File: src/rtl/msp_pkg.sv
/*
 Constants, field layouts and carrier types of the multimode clocked serial port.
 Assumes a single 25 MHz clock domain and a plain strobe register port.
*/
// Overview of operation
// [RL1] Enable and two mode bits select mode.
// [RL2] Disabled port: no shift, counter cleared, flag held.
// [RL3] Match bit compares slave address with shift data.
// [RL4] Wakeup: done only on matching address after release.
// [RL5] Wakeup setting never releases an active busy.
// [RL6] Three-wire: mode_bit_lo picks MSB or LSB first.
// [RL7] Two-wire modes: MSB first, open-drain, pin selectable.
// [RL8] Clock select: external, timer, divide 16/64, divide 8.
// [RL9] Clock pin state follows enable and clock select.
// [RL10] Software stops: irq enable, enable, then flag.
// [RL11] Bus control written only bit by bit; resets zero.
// [RL12] Three/two-wire software uses only trigger bits.
// [RL13] Busy follows acknowledge; stops on falling edge.
// [RL14] Ack detected on rising edge; cleared at start.
// [RL15] Auto acknowledge on ninth clock or next clock.
// [RL16] Ack trigger drives next clock, then self-clears.
// [RL17] Command flag sets on command, clears on start/release/halt.
// [RL18] Release flag clears on start, halt, address mismatch.
// [RL19] Release trigger sets latch; command trigger clears it.
// [RL20] Shift data write starts an eight-bit transfer.
// [RL21] Software accesses shift data only while clock high.
// [RL22] Receivers on shared line load all ones.
// [RL23] Shift on falling edge, capture on rising edge.
// [RL24] Addressed mode sets latch after eighth clock.

package msp_pkg;

   // ==========================================================
   // Register map
   localparam logic [2:0] REG_MODE   = 3'h0;
   localparam logic [2:0] REG_BUSCTL = 3'h1;
   localparam logic [2:0] REG_BUSBIT = 3'h2;
   localparam logic [2:0] REG_SHIFT  = 3'h3;
   localparam logic [2:0] REG_SLAVE  = 3'h4;
   localparam logic [2:0] REG_STATUS = 3'h5;

   // ==========================================================
   // Bit positions in the bus control register, and of the value bit in a bit write
   localparam logic [2:0] BC_BUSY_EN  = 3'h7;
   localparam logic [2:0] BC_ACK_AUTO = 3'h5;
   localparam logic [2:0] BC_ACK_TRIG = 3'h4;
   localparam logic [2:0] BC_CMD_TRIG = 3'h1;
   localparam logic [2:0] BC_REL_TRIG = 3'h0;
   localparam int         BIT_VAL_POS = 3;

   // Status register bit positions.
   localparam int ST_DONE   = 0;
   localparam int ST_BUSY   = 1;
   localparam int ST_ACTIVE = 2;

   // ==========================================================
   // Reset values and counts
   localparam logic [7:0] MODE_RESET    = 8'h00;
   localparam logic [7:0] BUSCTL_RESET  = 8'h00;
   localparam logic [7:0] SLAVE_RESET   = 8'h00;
   localparam logic [3:0] LAST_BIT      = 4'h7;
   localparam logic [1:0] CS_EXTERNAL   = 2'h0;
   localparam logic [1:0] CS_TIMER      = 2'h1;
   localparam logic [1:0] CS_FAST       = 2'h3;
   localparam int         DIV_FAST      = 8;
   localparam int         DIV_MID       = 16;
   localparam int         DIV_SLOW      = 64;
   localparam logic [5:0] HALF_FAST     = 6'(DIV_FAST / 2 - 1);
   localparam logic [5:0] HALF_MID      = 6'(DIV_MID / 2 - 1);
   localparam logic [5:0] HALF_SLOW     = 6'(DIV_SLOW / 2 - 1);

   // ==========================================================
   // Carrier types
   typedef struct packed {
      logic       enable;
      logic       match;
      logic       wakeup;
      logic       pin_sel;
      logic       mode_hi;
      logic       mode_lo;
      logic [1:0] clk_sel;
   } msp_mode_t;

   typedef struct packed {
      logic busy_en;
      logic ack_det;
      logic ack_auto;
      logic ack_trig;
      logic cmd_det;
      logic rel_det;
      logic cmd_trig;
      logic rel_trig;
   } msp_busctl_t;

   typedef enum {MSP_HALT, MSP_THREE, MSP_ADDR, MSP_TWO} msp_opmode_t;

endpackage : msp_pkg

File: src/rtl/msp_serial_port.sv
/*
 Multimode clocked serial port: halt, three-wire, two-wire and addressed bus modes.
 Assumes pins and the timer output arrive asynchronously and the pad logic resolves
 open-drain lines from the output enables.
*/
// Chosen here: the address map and strobed register access.
`timescale 1ns/10ps

module msp_serial_port (
   input  wire logic       clk,
   input  wire logic       reset_n,
   input  wire logic [2:0] addr,
   input  wire logic [7:0] wr_data,
   input  wire logic       wr_en,
   input  wire logic       rd_en,
   output logic      [7:0] rd_data,
   input  wire logic       sck_i,
   output logic            sck_o,
   output logic            sck_oe,
   input  wire logic       line_a_i,
   output logic            line_a_o,
   output logic            line_a_oe,
   input  wire logic       line_b_i,
   output logic            line_b_o,
   output logic            line_b_oe,
   input  wire logic       timer_output,
   output logic            transfer_done_flag
);

   // ==========================================================
   // Input synchronisers
   // Three stages; a change is taken once the last two agree, which also rejects
   // single-cycle glitches on the slow serial clock.
   logic [3:0] raw_in;
   logic [3:0] s1_q;
   logic [3:0] s2_q;
   logic [3:0] s3_q;
   logic [3:0] filt_q;

   assign raw_in = {timer_output, line_b_i, line_a_i, sck_i};

   for (genvar gi = 0; gi < 4; gi++) begin : g_sync
      always_ff @(posedge clk or negedge reset_n) begin
         if (!reset_n) begin
            s1_q[gi]   <= 1'b1;
            s2_q[gi]   <= 1'b1;
            s3_q[gi]   <= 1'b1;
            filt_q[gi] <= 1'b1;
         end else begin
            s1_q[gi] <= raw_in[gi];
            s2_q[gi] <= s1_q[gi];
            s3_q[gi] <= s2_q[gi];
            if (s2_q[gi] == s3_q[gi]) begin
               filt_q[gi] <= s3_q[gi];
            end
         end
      end
   end

   // ==========================================================
   // Registers and decode
   msp_pkg::msp_mode_t   mode_q;
   msp_pkg::msp_busctl_t bc_q;
   msp_pkg::msp_opmode_t opmode;
   logic [7:0] sh_q;
   logic [7:0] sva_q;
   logic [7:0] sh_next;
   logic [3:0] cnt_q;
   logic [5:0] div_q;
   logic [5:0] half;
   logic       xfer_q;
   logic       so_q;
   logic       match_q;
   logic       busy_q;
   logic       ack_pend_q;
   logic       ack_drive_q;
   logic       post_rel_q;
   logic       sclk_int_q;
   logic       sclk_prev_q;
   logic       lvl_prev_q;
   logic       rise_q;
   logic       sclk_cur;
   logic       fall;
   logic       rise;
   logic       in_bit;
   logic       bus_lvl;
   logic       wr_mode;
   logic       wr_bit;
   logic       wr_shift;
   logic       start;
   logic       done_evt;
   logic       match_next;
   logic       wake_ok;
   logic       rel_evt;
   logic       cmd_evt;
   logic       bus_low;

   function automatic logic bit_hit(input logic [7:0] d, input logic [2:0] pos);
      bit_hit = (d[2:0] == pos) && d[msp_pkg::BIT_VAL_POS];
   endfunction : bit_hit

   assign wr_mode  = wr_en && (addr == msp_pkg::REG_MODE);
   assign wr_bit   = wr_en && (addr == msp_pkg::REG_BUSBIT);
   assign wr_shift = wr_en && (addr == msp_pkg::REG_SHIFT);
   assign start    = wr_shift && mode_q.enable;

   always_comb begin
      case ({mode_q.enable, mode_q.mode_hi, mode_q.mode_lo})
         3'b100, 3'b101: opmode = msp_pkg::MSP_THREE; // RL1
         3'b110:         opmode = msp_pkg::MSP_ADDR;  // RL1
         3'b111:         opmode = msp_pkg::MSP_TWO;   // RL1
         default:        opmode = msp_pkg::MSP_HALT;  // RL1
      endcase
   end

   always_ff @(posedge clk or negedge reset_n) begin
      if (!reset_n) begin
         mode_q <= msp_pkg::MODE_RESET;
      end else if (wr_mode) begin
         mode_q       <= wr_data;
         mode_q.match <= 1'b0; // RL3
      end
   end

   always_ff @(posedge clk or negedge reset_n) begin
      if (!reset_n) begin
         sva_q <= msp_pkg::SLAVE_RESET;
      end else if (wr_en && (addr == msp_pkg::REG_SLAVE)) begin
         sva_q <= wr_data;
      end
   end

   // ==========================================================
   // Serial clock selection and generation
   always_comb begin
      if (mode_q.clk_sel == msp_pkg::CS_FAST) begin
         half = msp_pkg::HALF_FAST; // RL8
      end else if (opmode == msp_pkg::MSP_TWO) begin
         half = msp_pkg::HALF_SLOW; // RL8
      end else begin
         half = msp_pkg::HALF_MID; // RL8
      end
   end

   always_ff @(posedge clk or negedge reset_n) begin
      if (!reset_n) begin
         div_q      <= 6'h00;
         sclk_int_q <= 1'b1;
      end else if (xfer_q || ack_pend_q || bc_q.ack_trig || !sclk_int_q) begin
         if (div_q >= half) begin
            div_q      <= 6'h00;
            sclk_int_q <= ~sclk_int_q;
         end else begin
            div_q <= div_q + 6'h01;
         end
      end else begin
         div_q      <= 6'h00;
         sclk_int_q <= 1'b1;
      end
   end

   always_comb begin
      case (mode_q.clk_sel)
         msp_pkg::CS_EXTERNAL: sclk_cur = filt_q[0]; // RL8
         msp_pkg::CS_TIMER:    sclk_cur = filt_q[3]; // RL8
         default:              sclk_cur = sclk_int_q;
      endcase
   end

   always_ff @(posedge clk or negedge reset_n) begin
      if (!reset_n) begin
         sclk_prev_q <= 1'b1;
         lvl_prev_q  <= 1'b1;
         rise_q      <= 1'b0;
      end else begin
         sclk_prev_q <= sclk_cur;
         lvl_prev_q  <= bus_lvl;
         rise_q      <= !sclk_prev_q && sclk_cur;
      end
   end

   // The rising edge is used one clock late because the data pin passes the synchroniser
   // while the internal clock does not; at divide 8 the bit would otherwise be stale.
   assign fall    = sclk_prev_q && !sclk_cur;
   assign rise    = rise_q;
   assign bus_lvl = mode_q.pin_sel ? filt_q[2] : filt_q[1];
   assign in_bit  = (opmode == msp_pkg::MSP_THREE) ? filt_q[2] : bus_lvl; // RL6 RL7

   // ==========================================================
   // Shift engine
   // Only three-wire mode may run LSB first; the shared-line modes are MSB first.
   always_comb begin
      if ((opmode == msp_pkg::MSP_THREE) && mode_q.mode_lo) begin
         sh_next = {in_bit, sh_q[7:1]}; // RL6
      end else begin
         sh_next = {sh_q[6:0], in_bit}; // RL7
      end
   end

   assign done_evt   = rise && xfer_q && (cnt_q == msp_pkg::LAST_BIT) && mode_q.enable;
   assign match_next = (sva_q == sh_next);
   assign wake_ok    = !(mode_q.wakeup && (opmode == msp_pkg::MSP_ADDR))
                       || (post_rel_q && match_next); // RL4

   always_ff @(posedge clk or negedge reset_n) begin
      if (!reset_n) begin
         sh_q <= 8'h00;
      end else if (wr_shift) begin
         sh_q <= wr_data; // RL20
      end else if (rise && xfer_q && mode_q.enable) begin
         sh_q <= sh_next; // RL23
      end
   end

   always_ff @(posedge clk or negedge reset_n) begin
      if (!reset_n) begin
         xfer_q <= 1'b0;
         cnt_q  <= 4'h0;
      end else if (!mode_q.enable) begin
         xfer_q <= 1'b0; // RL2
         cnt_q  <= 4'h0; // RL2
      end else if (start || (rel_evt && mode_q.wakeup)) begin
         xfer_q <= 1'b1; // RL20
         cnt_q  <= 4'h0;
      end else if (rise && xfer_q) begin
         cnt_q <= cnt_q + 4'h1;
         if (cnt_q == msp_pkg::LAST_BIT) begin
            xfer_q <= 1'b0; // RL20
            cnt_q  <= 4'h0;
         end
      end
   end

   // The output latch is the one place where triggers, shifting and the
   // post-byte release meet; triggers win because software drives them idle.
   always_ff @(posedge clk or negedge reset_n) begin
      if (!reset_n) begin
         so_q <= 1'b1;
      end else if (bc_q.rel_trig) begin
         so_q <= 1'b1; // RL19
      end else if (bc_q.cmd_trig) begin
         so_q <= 1'b0; // RL19
      end else if (done_evt && (opmode == msp_pkg::MSP_ADDR)) begin
         so_q <= 1'b1; // RL24
      end else if (fall && xfer_q && mode_q.enable) begin
         so_q <= ((opmode == msp_pkg::MSP_THREE) && mode_q.mode_lo) ? sh_q[0] : sh_q[7]; // RL23
      end
   end

   always_ff @(posedge clk or negedge reset_n) begin
      if (!reset_n) begin
         match_q <= 1'b0;
      end else begin
         match_q <= (sva_q == sh_q); // RL3
      end
   end

   always_ff @(posedge clk or negedge reset_n) begin
      if (!reset_n) begin
         transfer_done_flag <= 1'b0;
      end else if (done_evt && wake_ok) begin
         transfer_done_flag <= 1'b1; // RL4 RL23
      end else if (wr_en && (addr == msp_pkg::REG_STATUS) && wr_data[msp_pkg::ST_DONE]) begin
         transfer_done_flag <= 1'b0;
      end
   end

   // ==========================================================
   // Addressed bus signalling
   // Release and command are data edges while the serial clock stays high.
   assign rel_evt = (opmode == msp_pkg::MSP_ADDR) && sclk_cur && sclk_prev_q
                    && bus_lvl && !lvl_prev_q;
   assign cmd_evt = (opmode == msp_pkg::MSP_ADDR) && sclk_cur && sclk_prev_q
                    && !bus_lvl && lvl_prev_q;

   always_ff @(posedge clk or negedge reset_n) begin
      if (!reset_n) begin
         post_rel_q <= 1'b0;
      end else if (rel_evt) begin
         post_rel_q <= 1'b1;
      end else if (done_evt || !mode_q.enable) begin
         post_rel_q <= 1'b0;
      end
   end

   always_ff @(posedge clk or negedge reset_n) begin
      if (!reset_n) begin
         ack_pend_q <= 1'b0;
      end else if (done_evt && (opmode == msp_pkg::MSP_ADDR)) begin
         ack_pend_q <= 1'b1; // RL15
      end else if (rise || !mode_q.enable) begin
         ack_pend_q <= 1'b0;
      end
   end

   // Busy is released by clearing busy enable at a falling edge or by leaving addressed mode, never by wakeup.
   always_ff @(posedge clk or negedge reset_n) begin
      if (!reset_n) begin
         ack_drive_q <= 1'b0;
         busy_q      <= 1'b0;
      end else if (opmode != msp_pkg::MSP_ADDR) begin
         ack_drive_q <= 1'b0;
         busy_q      <= 1'b0;
      end else if (fall) begin
         ack_drive_q <= (ack_pend_q && bc_q.ack_auto) || bc_q.ack_trig; // RL15 RL16
         if (ack_drive_q && bc_q.busy_en) begin
            busy_q <= 1'b1; // RL13
         end else if (!bc_q.busy_en) begin
            busy_q <= 1'b0; // RL13 RL5
         end
      end
   end

   // ==========================================================
   // Bus control register
   always_ff @(posedge clk or negedge reset_n) begin
      if (!reset_n) begin
         bc_q <= msp_pkg::BUSCTL_RESET; // RL11
      end else begin
         if (wr_bit && (wr_data[2:0] == msp_pkg::BC_BUSY_EN)) begin
            bc_q.busy_en <= wr_data[msp_pkg::BIT_VAL_POS]; // RL11
         end
         if (wr_bit && (wr_data[2:0] == msp_pkg::BC_ACK_AUTO)) begin
            bc_q.ack_auto <= wr_data[msp_pkg::BIT_VAL_POS];
         end
         if (bit_hit(wr_data, msp_pkg::BC_ACK_TRIG) && wr_bit) begin
            bc_q.ack_trig <= 1'b1; // RL16
         end else if (fall || !mode_q.enable) begin
            bc_q.ack_trig <= 1'b0; // RL16
         end
         bc_q.rel_trig <= wr_bit && bit_hit(wr_data, msp_pkg::BC_REL_TRIG); // RL19
         bc_q.cmd_trig <= wr_bit && bit_hit(wr_data, msp_pkg::BC_CMD_TRIG); // RL19
         if (rise && ack_pend_q && !bus_lvl) begin
            bc_q.ack_det <= 1'b1; // RL14
         end else if (start) begin
            bc_q.ack_det <= 1'b0; // RL14
         end
         if (cmd_evt) begin
            bc_q.cmd_det <= 1'b1; // RL17
         end else if (start || rel_evt || !mode_q.enable) begin
            bc_q.cmd_det <= 1'b0; // RL17
         end
         if (rel_evt) begin
            bc_q.rel_det <= 1'b1; // RL18
         end else if (start || !mode_q.enable || (done_evt && post_rel_q && !match_next)) begin
            bc_q.rel_det <= 1'b0; // RL18
         end
      end
   end

   // ==========================================================
   // Pins and read port
   assign bus_low = (!so_q && !(mode_q.wakeup && (opmode == msp_pkg::MSP_ADDR)))
                    || ack_drive_q || busy_q; // RL4

   always_ff @(posedge clk or negedge reset_n) begin
      if (!reset_n) begin
         line_a_o  <= 1'b1;
         line_a_oe <= 1'b0;
         line_b_o  <= 1'b1;
         line_b_oe <= 1'b0;
      end else begin
         case (opmode)
            msp_pkg::MSP_THREE: begin
               line_a_o  <= so_q; // RL6
               line_a_oe <= 1'b1;
               line_b_o  <= 1'b1;
               line_b_oe <= 1'b0;
            end
            msp_pkg::MSP_ADDR, msp_pkg::MSP_TWO: begin
               line_a_o  <= 1'b0; // RL7
               line_a_oe <= bus_low && !mode_q.pin_sel;
               line_b_o  <= 1'b0;
               line_b_oe <= bus_low && mode_q.pin_sel;
            end
            default: begin
               line_a_o  <= 1'b1; // RL2
               line_a_oe <= 1'b0;
               line_b_o  <= 1'b1;
               line_b_oe <= 1'b0;
            end
         endcase
      end
   end

   always_ff @(posedge clk or negedge reset_n) begin
      if (!reset_n) begin
         sck_o  <= 1'b1;
         sck_oe <= 1'b0;
      end else if (mode_q.clk_sel == msp_pkg::CS_EXTERNAL) begin
         sck_o  <= 1'b1; // RL9
         sck_oe <= 1'b0;
      end else begin
         sck_o  <= mode_q.enable ? sclk_cur : 1'b1; // RL9
         sck_oe <= 1'b1;
      end
   end

   always_ff @(posedge clk or negedge reset_n) begin
      if (!reset_n) begin
         rd_data <= 8'h00;
      end else if (rd_en) begin
         case (addr)
            msp_pkg::REG_MODE:   rd_data <= {mode_q.enable, match_q, mode_q[5:0]}; // RL3
            msp_pkg::REG_BUSCTL: rd_data <= bc_q;
            msp_pkg::REG_SHIFT:  rd_data <= sh_q;
            msp_pkg::REG_SLAVE:  rd_data <= sva_q;
            msp_pkg::REG_STATUS: rd_data <= {5'h00, xfer_q, busy_q, transfer_done_flag};
            default:             rd_data <= 8'h00;
         endcase
      end else begin
         rd_data <= 8'h00;
      end
   end
endmodule : msp_serial_port

File: config.mk
export PLATFORM = sky130hd
export DESIGN_NAME = msp_serial_port
export DESIGN_NICKNAME = d
export VERILOG_FILES = /design/src/rtl/msp_pkg.sv /design/src/rtl/msp_serial_port.sv
export SDC_FILE = /design/constraint.sdc
export NUM_CORES = 1
export LEC_CHECK = 0
export BUFFER_PORTS_ARGS = -buffer_cell sky130_fd_sc_hd__buf_2
export CELL_PAD_IN_SITES_DETAIL_PLACEMENT = 0
export CELL_PAD_IN_SITES_GLOBAL_PLACEMENT = 2
export CORE_MARGIN = 8
export CORE_UTILIZATION = 42
export DETAILED_ROUTE_END_ITERATION = 10
export PLACE_DENSITY_LB_ADDON = 0.1
export RECOVER_POWER = 25
export SYNTH_ARGS = -nofsm -noshare
export SYNTH_HDL_FRONTEND = slang
export SYNTH_SLANG_ARGS = --single-unit
File: constraint.sdc
create_clock -name clk -period 5.7 [get_ports clk]
set_input_delay 0 -clock clk [delete_from_list [all_inputs] [get_ports clk]]
set_output_delay 0 -clock clk [all_outputs]
set_load 0.005 [all_outputs]
==> results.py, run 1 <==
metrics = {
    "finish": {
        "number_of_inserted_diodes": 0,
        "area_occupied_by_registers_mm2": 0.00211,
        "drive_above_1_share_pct": 18.9,
        "final_cell_count_no_fill": 528,
        "fin_util_pct": 48.8,
        "layout.filler_cells": 892,
        "multiInputGateArea_mm2": 0.00166,
        "finish.net_count": 436,
        "final_design_area_no_fill_mm2": 0.00447,
        "layout-area-overhead-vs-synth_pct": 13.6,
    },
    "setup_path": {
        "cp_data_required_time_ns": 5.99,
        "critical-path-slowest-cell": "sky130_fd_sc_hd__dfrtp_1",
        "worstPathMaxFanout": 15,
        "critPathLaunch": "mode_q[7]",
        "crit_path_end_kind": "register",
        "critPathMostFrequentCell": "sky130_fd_sc_hd__nand2_1",
        "start_kind": "register",
        "reg2reg_from": "mode_q[7]",
        "max_stage_delay_ns": 0.68,
        "crit_chain": "nand2_1 > nor2_1 > nand2_1 > ha_1 > nor2b_1 > o21ai_0 > nand2_1 > nand3b_1 > o21a_1",
        "cp_data_arrival_time_ns": 2.60,
        "path_class": "register to register",
        "r2r_slack_ns": 3.39,
    },
    "detailed_routing": {
        "detailedRoute.firstPassIterationCount": 5,
        "num_vias": 2893,
        "routedWlPerCell_um": 19.1,
        "drc_errors": 0,
        "routed_wl_um": 10100,
        "vias_per_cell": 5.48,
        "drt.antenna.violating_nets": 0,
        "drt_iter0_markers": 176,
    },
    "floorplanning": {
        "fp.dieH_um": 113,
        "top_level_ports": 34,
        "rows": 35,
        "die_width_um": 113,
        "floorplan.core_area_mm2": 0.00915,
        "start_util_pct": 43.0,
        "floorplan.die_area_mm2": 0.0127,
    },
    "min_path": {
        "hold_path_startpoint": "wr_en",
        "min_path_type": "input pin to register",
    },
    "clock_tree": {
        "maximum_count_of_clock_buffers_along_a_single_path": 2,
        "tritoncts_num_sinks": 83,
        "clk_pin_slew_worst_paths_ns": 0.08,
        "clock_tree.root_cell": "sky130_fd_sc_hd__clkbuf_8",
        "cts_setup_buffers": 0,
        "insertion_delay_ns": 0.36,
        "ctsHtreeMaxLevel": 3,
        "cts_bufs_inserted": 9,
        "tritoncts": "yes",
    },
    "power": {
        "comb_power_share_pct": 18.6,
        "seqPwrFrac_pct": 51.1,
        "power_density_mw_per_mm2": 352,
        "peakVddDrop_mv": 0.131,
        "p_leak_nw": 1.86,
        "power_frac_clock_pct": 30.3,
        "power.switching_fraction_pct": 31.4,
        "reported_net_switching_power_uw": 494,
        "internal_power_mw": 1.08,
    },
    "grt": {
        "grt_pass1_wl_um": 16200,
        "grt_antenna_before_repair": 0,
        "grt_pass1_vias": 2854,
        "gr-usage-all-layers_pct": 16.5,
        "pin_count_of_the_biggest_net_entering_global_routing": 84,
        "globalRouteOverflowTotal": 0,
    },
    "sta": {
        "fin_setup_tns_ns": 0,
        "grt_setup_unrepaired": "no",
        "final-setup-viol-count": 0,
        "timing.final.crit_share_pct": 40.6,
        "maxSlewHeadroom_pct": 31.1,
        "timing.final.max_slew_violations": 0,
        "hold_violations": 0,
        "worst_pin_slew_ns": 1.03,
        "clock-skew-final_ns": 0.0125,
        "period_needed_ns": 2.31,
        "max_clock_freq_mhz": 433,
    },
    "logic_synthesis": {
        "synth.top_cell.area_share_pct": 38.2,
        "ys_ff_latch": 83,
        "synth_top_cells_by_area": "sky130_fd_sc_hd__dfrtp_1 38%, sky130_fd_sc_hd__dfstp_2 15%, sky130_fd_sc_hd__nand2_1 4.5%, sky130_fd_sc_hd__mux2_2 4.0%, sky130_fd_sc_hd__nor2_1 3.0%",
        "most_instantiated_flip_flop_cell_in_the_synthesis_netlist": "sky130_fd_sc_hd__dfrtp_1",
        "synthDistinctLibCells": 54,
        "synth.avg_cell_area_um2": 10.5,
        "netlist_instances": 376,
        "post_synth_instance_area_mm2": 0.00393,
        "asyncSetResetFlopFracSynth_pct": 100,
        "synth_top_area_cell": "sky130_fd_sc_hd__dfrtp_1",
        "synth-edff-count": 0,
        "synth_nets": 400,
        "yosysSeqAreaShare_pct": 53.5,
        "yosys_warnings": 0,
    },
    "place": {
        "placement.cell_area_mm2": 0.00411,
        "post-dp-hpwl_um": 7170,
        "io_buffer_count": 33,
        "gp_congestion": 0.826,
        "place_inst": 497,
    },
    "job": {
        "cap_violations": 0,
    },
    "run_status": {
        "status": "finished, final reports clean",
    },
}
==> critical path: cells and delay by family (launching register included) <==
family | cells | cell delay, ns
AO/OA/AOI/OAI | 2 | 0.33
adder cells (fa/ha/maj) | 1 | 0.30
AND/OR/NAND/NOR | 6 | 0.94
flip-flops | 1 | 0.68
==> per-stage QoR <==
step	hold slack [ns]	setup slack (ns)	power, mW
after floorplan	-0.296	3.86	0.999
after global placement	0.106	3.51	1.10
after detailed placement	0.107	3.42	1.10
after CTS	0.0653	3.40	1.59
after global routing	0.105	3.10	1.66
final	0.105	3.39	1.57
==> cells in the mapped netlist, types with 4 or more instances <==
cell,instances
sky130_fd_sc_hd__dfrtp_1,60
sky130_fd_sc_hd__mux2_2,14
sky130_fd_sc_hd__o21ai_0,22
sky130_fd_sc_hd__xor2_1,4
sky130_fd_sc_hd__xnor2_1,12
sky130_fd_sc_hd__dfstp_2,23
sky130_fd_sc_hd__nor2_1,31
sky130_fd_sc_hd__nand2_1,47
sky130_fd_sc_hd__and3_1,4
sky130_fd_sc_hd__a22o_1,8
sky130_fd_sc_hd__buf_2,7
sky130_fd_sc_hd__mux2i_1,9
sky130_fd_sc_hd__nor3_1,10
sky130_fd_sc_hd__a222oi_1,8
sky130_fd_sc_hd__nand3_1,14
sky130_fd_sc_hd__ha_1,5
sky130_fd_sc_hd__inv_1,10
sky130_fd_sc_hd__a21oi_1,18
sky130_fd_sc_hd__maj3_1,4
sky130_fd_sc_hd__clkbuf_1,10
==> routing by layer <==
metal	vias to the layer above	routed length, um	GRT usage [%]	share of wire [%]
met5	-	0	0	0
met4	0	208	6.92	2.1
met3	13	437	3.46	4.3
met2	61	4270	22.6	42
met1	1426	5150	24.4	51
li1	1393	-	-	-
==> layout make-up <==
type / count / area share (%)
inverters: 10 / 0.840
multi-input cells: 260 / 37.1
clock buffers: 11 / 3.16
repair buffers: 48 / 6.75
well taps: 111 / 3.11
clock inverters: 5 / 1.90
flip-flops and latches: 83 / 47.1
==> layout by cell type (no fill, tap or decap), types with 2 or more instances in the layout <==
cell                            instances
sky130_fd_sc_hd__mux2i_1                9
sky130_fd_sc_hd__o221ai_1               3
sky130_fd_sc_hd__bufinv_16              2
sky130_fd_sc_hd__nor2b_1                3
sky130_fd_sc_hd__clkbuf_1              14
sky130_fd_sc_hd__clkbuf_8              10
sky130_fd_sc_hd__xnor2_1               12
sky130_fd_sc_hd__inv_1                 10
sky130_fd_sc_hd__nand4_1                3
sky130_fd_sc_hd__o22ai_1                2
sky130_fd_sc_hd__o21ai_0               22
sky130_fd_sc_hd__nand3_1               14
sky130_fd_sc_hd__a21oi_1               18
sky130_fd_sc_hd__dfstp_2               20
sky130_fd_sc_hd__dfrtp_1               60
sky130_fd_sc_hd__nor3b_1                2
sky130_fd_sc_hd__ha_1                   5
sky130_fd_sc_hd__and2_0                 3
sky130_fd_sc_hd__o21a_1                 3
sky130_fd_sc_hd__dlygate4sd3_1         15
sky130_fd_sc_hd__xor2_1                 4
sky130_fd_sc_hd__a222oi_1               8
sky130_fd_sc_hd__nor2_1                31
sky130_fd_sc_hd__a22o_1                 8
sky130_fd_sc_hd__nand3b_1               3
sky130_fd_sc_hd__nor3_1                10
sky130_fd_sc_hd__maj3_1                 4
sky130_fd_sc_hd__a211oi_1               2
sky130_fd_sc_hd__dfstp_1                3
sky130_fd_sc_hd__buf_2                 19
sky130_fd_sc_hd__nand2_1               47
sky130_fd_sc_hd__a211o_1                2
sky130_fd_sc_hd__and3_1                 4
sky130_fd_sc_hd__a31oi_1                3
sky130_fd_sc_hd__mux2_2                14
sky130_fd_sc_hd__or2_2                  2
sky130_fd_sc_hd__and2_1                 2
==> path summary, 6_finish.rpt <==
check / endpoint / cells after the start
max in group asynchronous: cnt_q[2] / 2
max reg2reg: sclk_int_q / 9
max: sclk_int_q / 9
min: transfer_done_flag / 4
min in group asynchronous: sck_oe / 2
min reg2reg: s2_q[2] / 0
==> power groups by stage <==
| stage | Clock (mW) | Combinational (mW) | Sequential (mW) |
|---|---|---|---|
| final | 0.476 | 0.293 | 0.805 |
| after global placement | 0 | 0.286 | 0.814 |
| after CTS | 0.492 | 0.298 | 0.804 |
| after global routing | 0.513 | 0.332 | 0.817 |
| after detailed placement | 0 | 0.289 | 0.814 |
| after floorplan | 0 | 0.264 | 0.735 |
==> state kept, by name, summed over array words and instances, names as in the netlist, 4 cells and up <==
register,flops
rd_data,8
s3_q,4
bc_q,8
s1_q,4
mode_q,7
cnt_q,4
sva_q,8
sh_q,8
s2_q,4
filt_q,4
div_q,6
==> timing repair <==
item / CTS / global route
hold buffers: 15 / 0
gates resized for setup: 0 / 0
hold endpoints to repair: 88 / 0
==> cell families after synthesis <==
kind of cell / after synthesis / synth area share, %
compound gates: 80 / 13.9
fa+ha+maj: 9 / 2.61
flops: 83 / 53.5
simple gates: 132 / 15.8
xor+xnor: 16 / 3.56
buf+inv: 33 / 4.26
mux: 23 / 6.30
(Power assumes the default switching activity.)
==> inputs of run 2 (changes only) <==
- CORE_UTILIZATION: 42 -> 35
- clock period: 5.7 -> 1.9 ns (I/O delays scaled with it)
==> results.py, run 2 (synthesis results as in run 1) <==
metrics = {
    "sta": {
        "grt_setup_unrepaired": "yes",
        "hold_violations": 0,
        "maxSlewHeadroom_pct": 36.8,
        "clock-skew-final_ns": 0.0113,
        "max_clock_freq_mhz": 539,
        "fin_hold_ws_ns": 0.0472,
        "period_needed_ns": 1.85,
        "fin_setup_tns_ns": 0,
        "timing.final.crit_share_pct": 97.6,
        "final-setup-viol-count": 0,
        "worst_pin_slew_ns": 0.948,
        "timing.final.max_slew_violations": 0,
        "layout_setup_ws_ns": 0.0456,
    },
    "floorplanning": {
        "rows": 38,
        "fp.dieH_um": 122,
        "start_util_pct": 36.1,
        "floorplan.die_area_mm2": 0.0149,
        "floorplan.core_area_mm2": 0.0109,
        "top_level_ports": 34,
        "die_width_um": 122,
    },
    "finish": {
        "number_of_inserted_diodes": 0,
        "drive_above_1_share_pct": 31.4,
        "mostFrequentLayoutCells": "58 x sky130_fd_sc_hd__dfrtp_1, 46 x sky130_fd_sc_hd__nand2_1, 42 x sky130_fd_sc_hd__buf_4",
        "final_design_area_no_fill_mm2": 0.00487,
        "final_cell_count_no_fill": 598,
        "finish.net_count": 477,
        "layout.cells.most_common": "sky130_fd_sc_hd__dfrtp_1",
        "layout-area-overhead-vs-synth_pct": 24.0,
        "fin_util_pct": 44.8,
        "layout.filler_cells": 1061,
    },
    "clock_tree": {
        "insertion_delay_ns": 0.37,
        "clock_tree.root_cell": "sky130_fd_sc_hd__clkbuf_8",
        "clk_pin_slew_worst_paths_ns": 0.08,
        "tritoncts_num_sinks": 83,
        "cts_bufs_inserted": 9,
        "ctsHtreeMaxLevel": 3,
        "tritoncts": "yes",
        "maximum_count_of_clock_buffers_along_a_single_path": 2,
    },
    "setup_path": {
        "r2r_slack_ns": 0.05,
        "max_stage_delay_ns": 0.50,
        "reg2reg_from": "mode_q[3]",
        "cp_data_arrival_time_ns": 2.15,
        "cp_data_required_time_ns": 2.20,
        "r2r.worst_path.cells": 5,
        "worstPathMaxFanout": 8,
        "crit_path_end_kind": "register",
        "critical-path-slowest-cell": "sky130_fd_sc_hd__or4_4",
        "start_kind": "register",
        "crit_chain": "and3b_4 > mux2i_1 > o21ai_1 > or4_4 > o21ai_2",
        "worst_setup_path_endpoint": "transfer_done_flag",
        "path_class": "register to register",
        "critPathLaunch": "mode_q[3]",
        "r2r_end": "transfer_done_flag",
    },
    "grt": {
        "pin_count_of_the_biggest_net_entering_global_routing": 39,
        "gr-usage-all-layers_pct": 15.9,
        "grt_antenna_before_repair": 0,
        "globalRouteOverflowTotal": 0,
        "grt_pass1_wl_um": 17800,
        "grt_pass1_vias": 3155,
    },
    "place": {
        "dp_worst_setup_slack_ns": -0.0140,
        "placement.cell_area_mm2": 0.00444,
        "gp_congestion": 0.814,
        "io_buffer_count": 33,
        "place_inst": 565,
        "post-dp-hpwl_um": 8330,
    },
    "detailed_routing": {
        "drc_errors": 0,
        "routedWlPerCell_um": 18.6,
        "drt_iter0_markers": 290,
        "detailedRoute.firstPassIterationCount": 9,
        "drt.antenna.violating_nets": 0,
        "routed_wl_um": 11100,
        "vias_per_cell": 5.13,
        "num_vias": 3067,
    },
    "power": {
        "p_leak_nw": 2.12,
        "p_total_mw": 5.09,
        "power_density_mw_per_mm2": 1040,
        "peakVddDrop_mv": 0.408,
    },
    "min_path": {
        "min_path_type": "input pin to register",
    },
    "run_status": {
        "status": "finished, final reports clean",
    },
    "job": {
        "cap_violations": 0,
    },
}
run 2: changes by cell type in the layout (fill, tap and decap cells not counted), sizes merged:
cell and delta:
buf +54, clkbuf -11, dlygate4sd3 -1, inv -1
run 2: worst max-delay path: cells and delay by family, from the launching register on:
family	cells	cell delay [ns]
AND/OR/NAND/NOR	2	0.89
flip-flops	1	0.42
AO/OA/AOI/OAI	2	0.20
multiplexers	1	0.27
run 2: worst min path at each step:
stage	from	end	slack [ns]	cells past startpoint
finish	wr_en	transfer_done_flag	0.05	4
global route	wr_en	transfer_done_flag	0.05	4
CTS	wr_en	transfer_done_flag	0.02	4
detailed placement	reset_n	div_q[0]	-0.0007	1
global placement	reset_n	div_q[0]	-0.006	1
floorplan	reset_n	ack_drive_q	-0.30	0
run 2: metal layers:
layer  routed length, um  track usage, %  vias up  part of all wire [%]
met1                5650            22.6     1500                    51
met5                   0               0        -                     0
met2                4770            22.7       69                    43
met3                 452            2.82       17                   4.1
li1                    -               -     1481                     -
met4                 269            7.71        0                   2.4
run 2: report_power, final:
part | switching (mW) | leakage (nW) | internal [mW]
combinational | 0.695 | 0.982 | 0.673
clock | 0.643 | 0.113 | 0.811
sequential | 0.239 | 1.02 | 2.03
run 2: area by class of cell:
class                      count  area (um2)  area share, %
clock buffer                  12         155           3.18
multi-input combinational    260        1710           35.0
clock inverter                 4        72.6           1.49
timing repair buffer          89         621           12.7
inverter                      10        37.5          0.770
tap                          140         175           3.59
sequential                    83        2110           43.2
run 2: what timing repair did:
item / CTS / global route
gates cloned: 0 / 0
resized for setup: 1 / 11
endpoints found under the hold margin: 62 / 0
buffers inserted: 2 / 1
endpoints found under the setup margin: 2 / 8
hold buffers: 14 / 0
pin swaps: 0 / 4
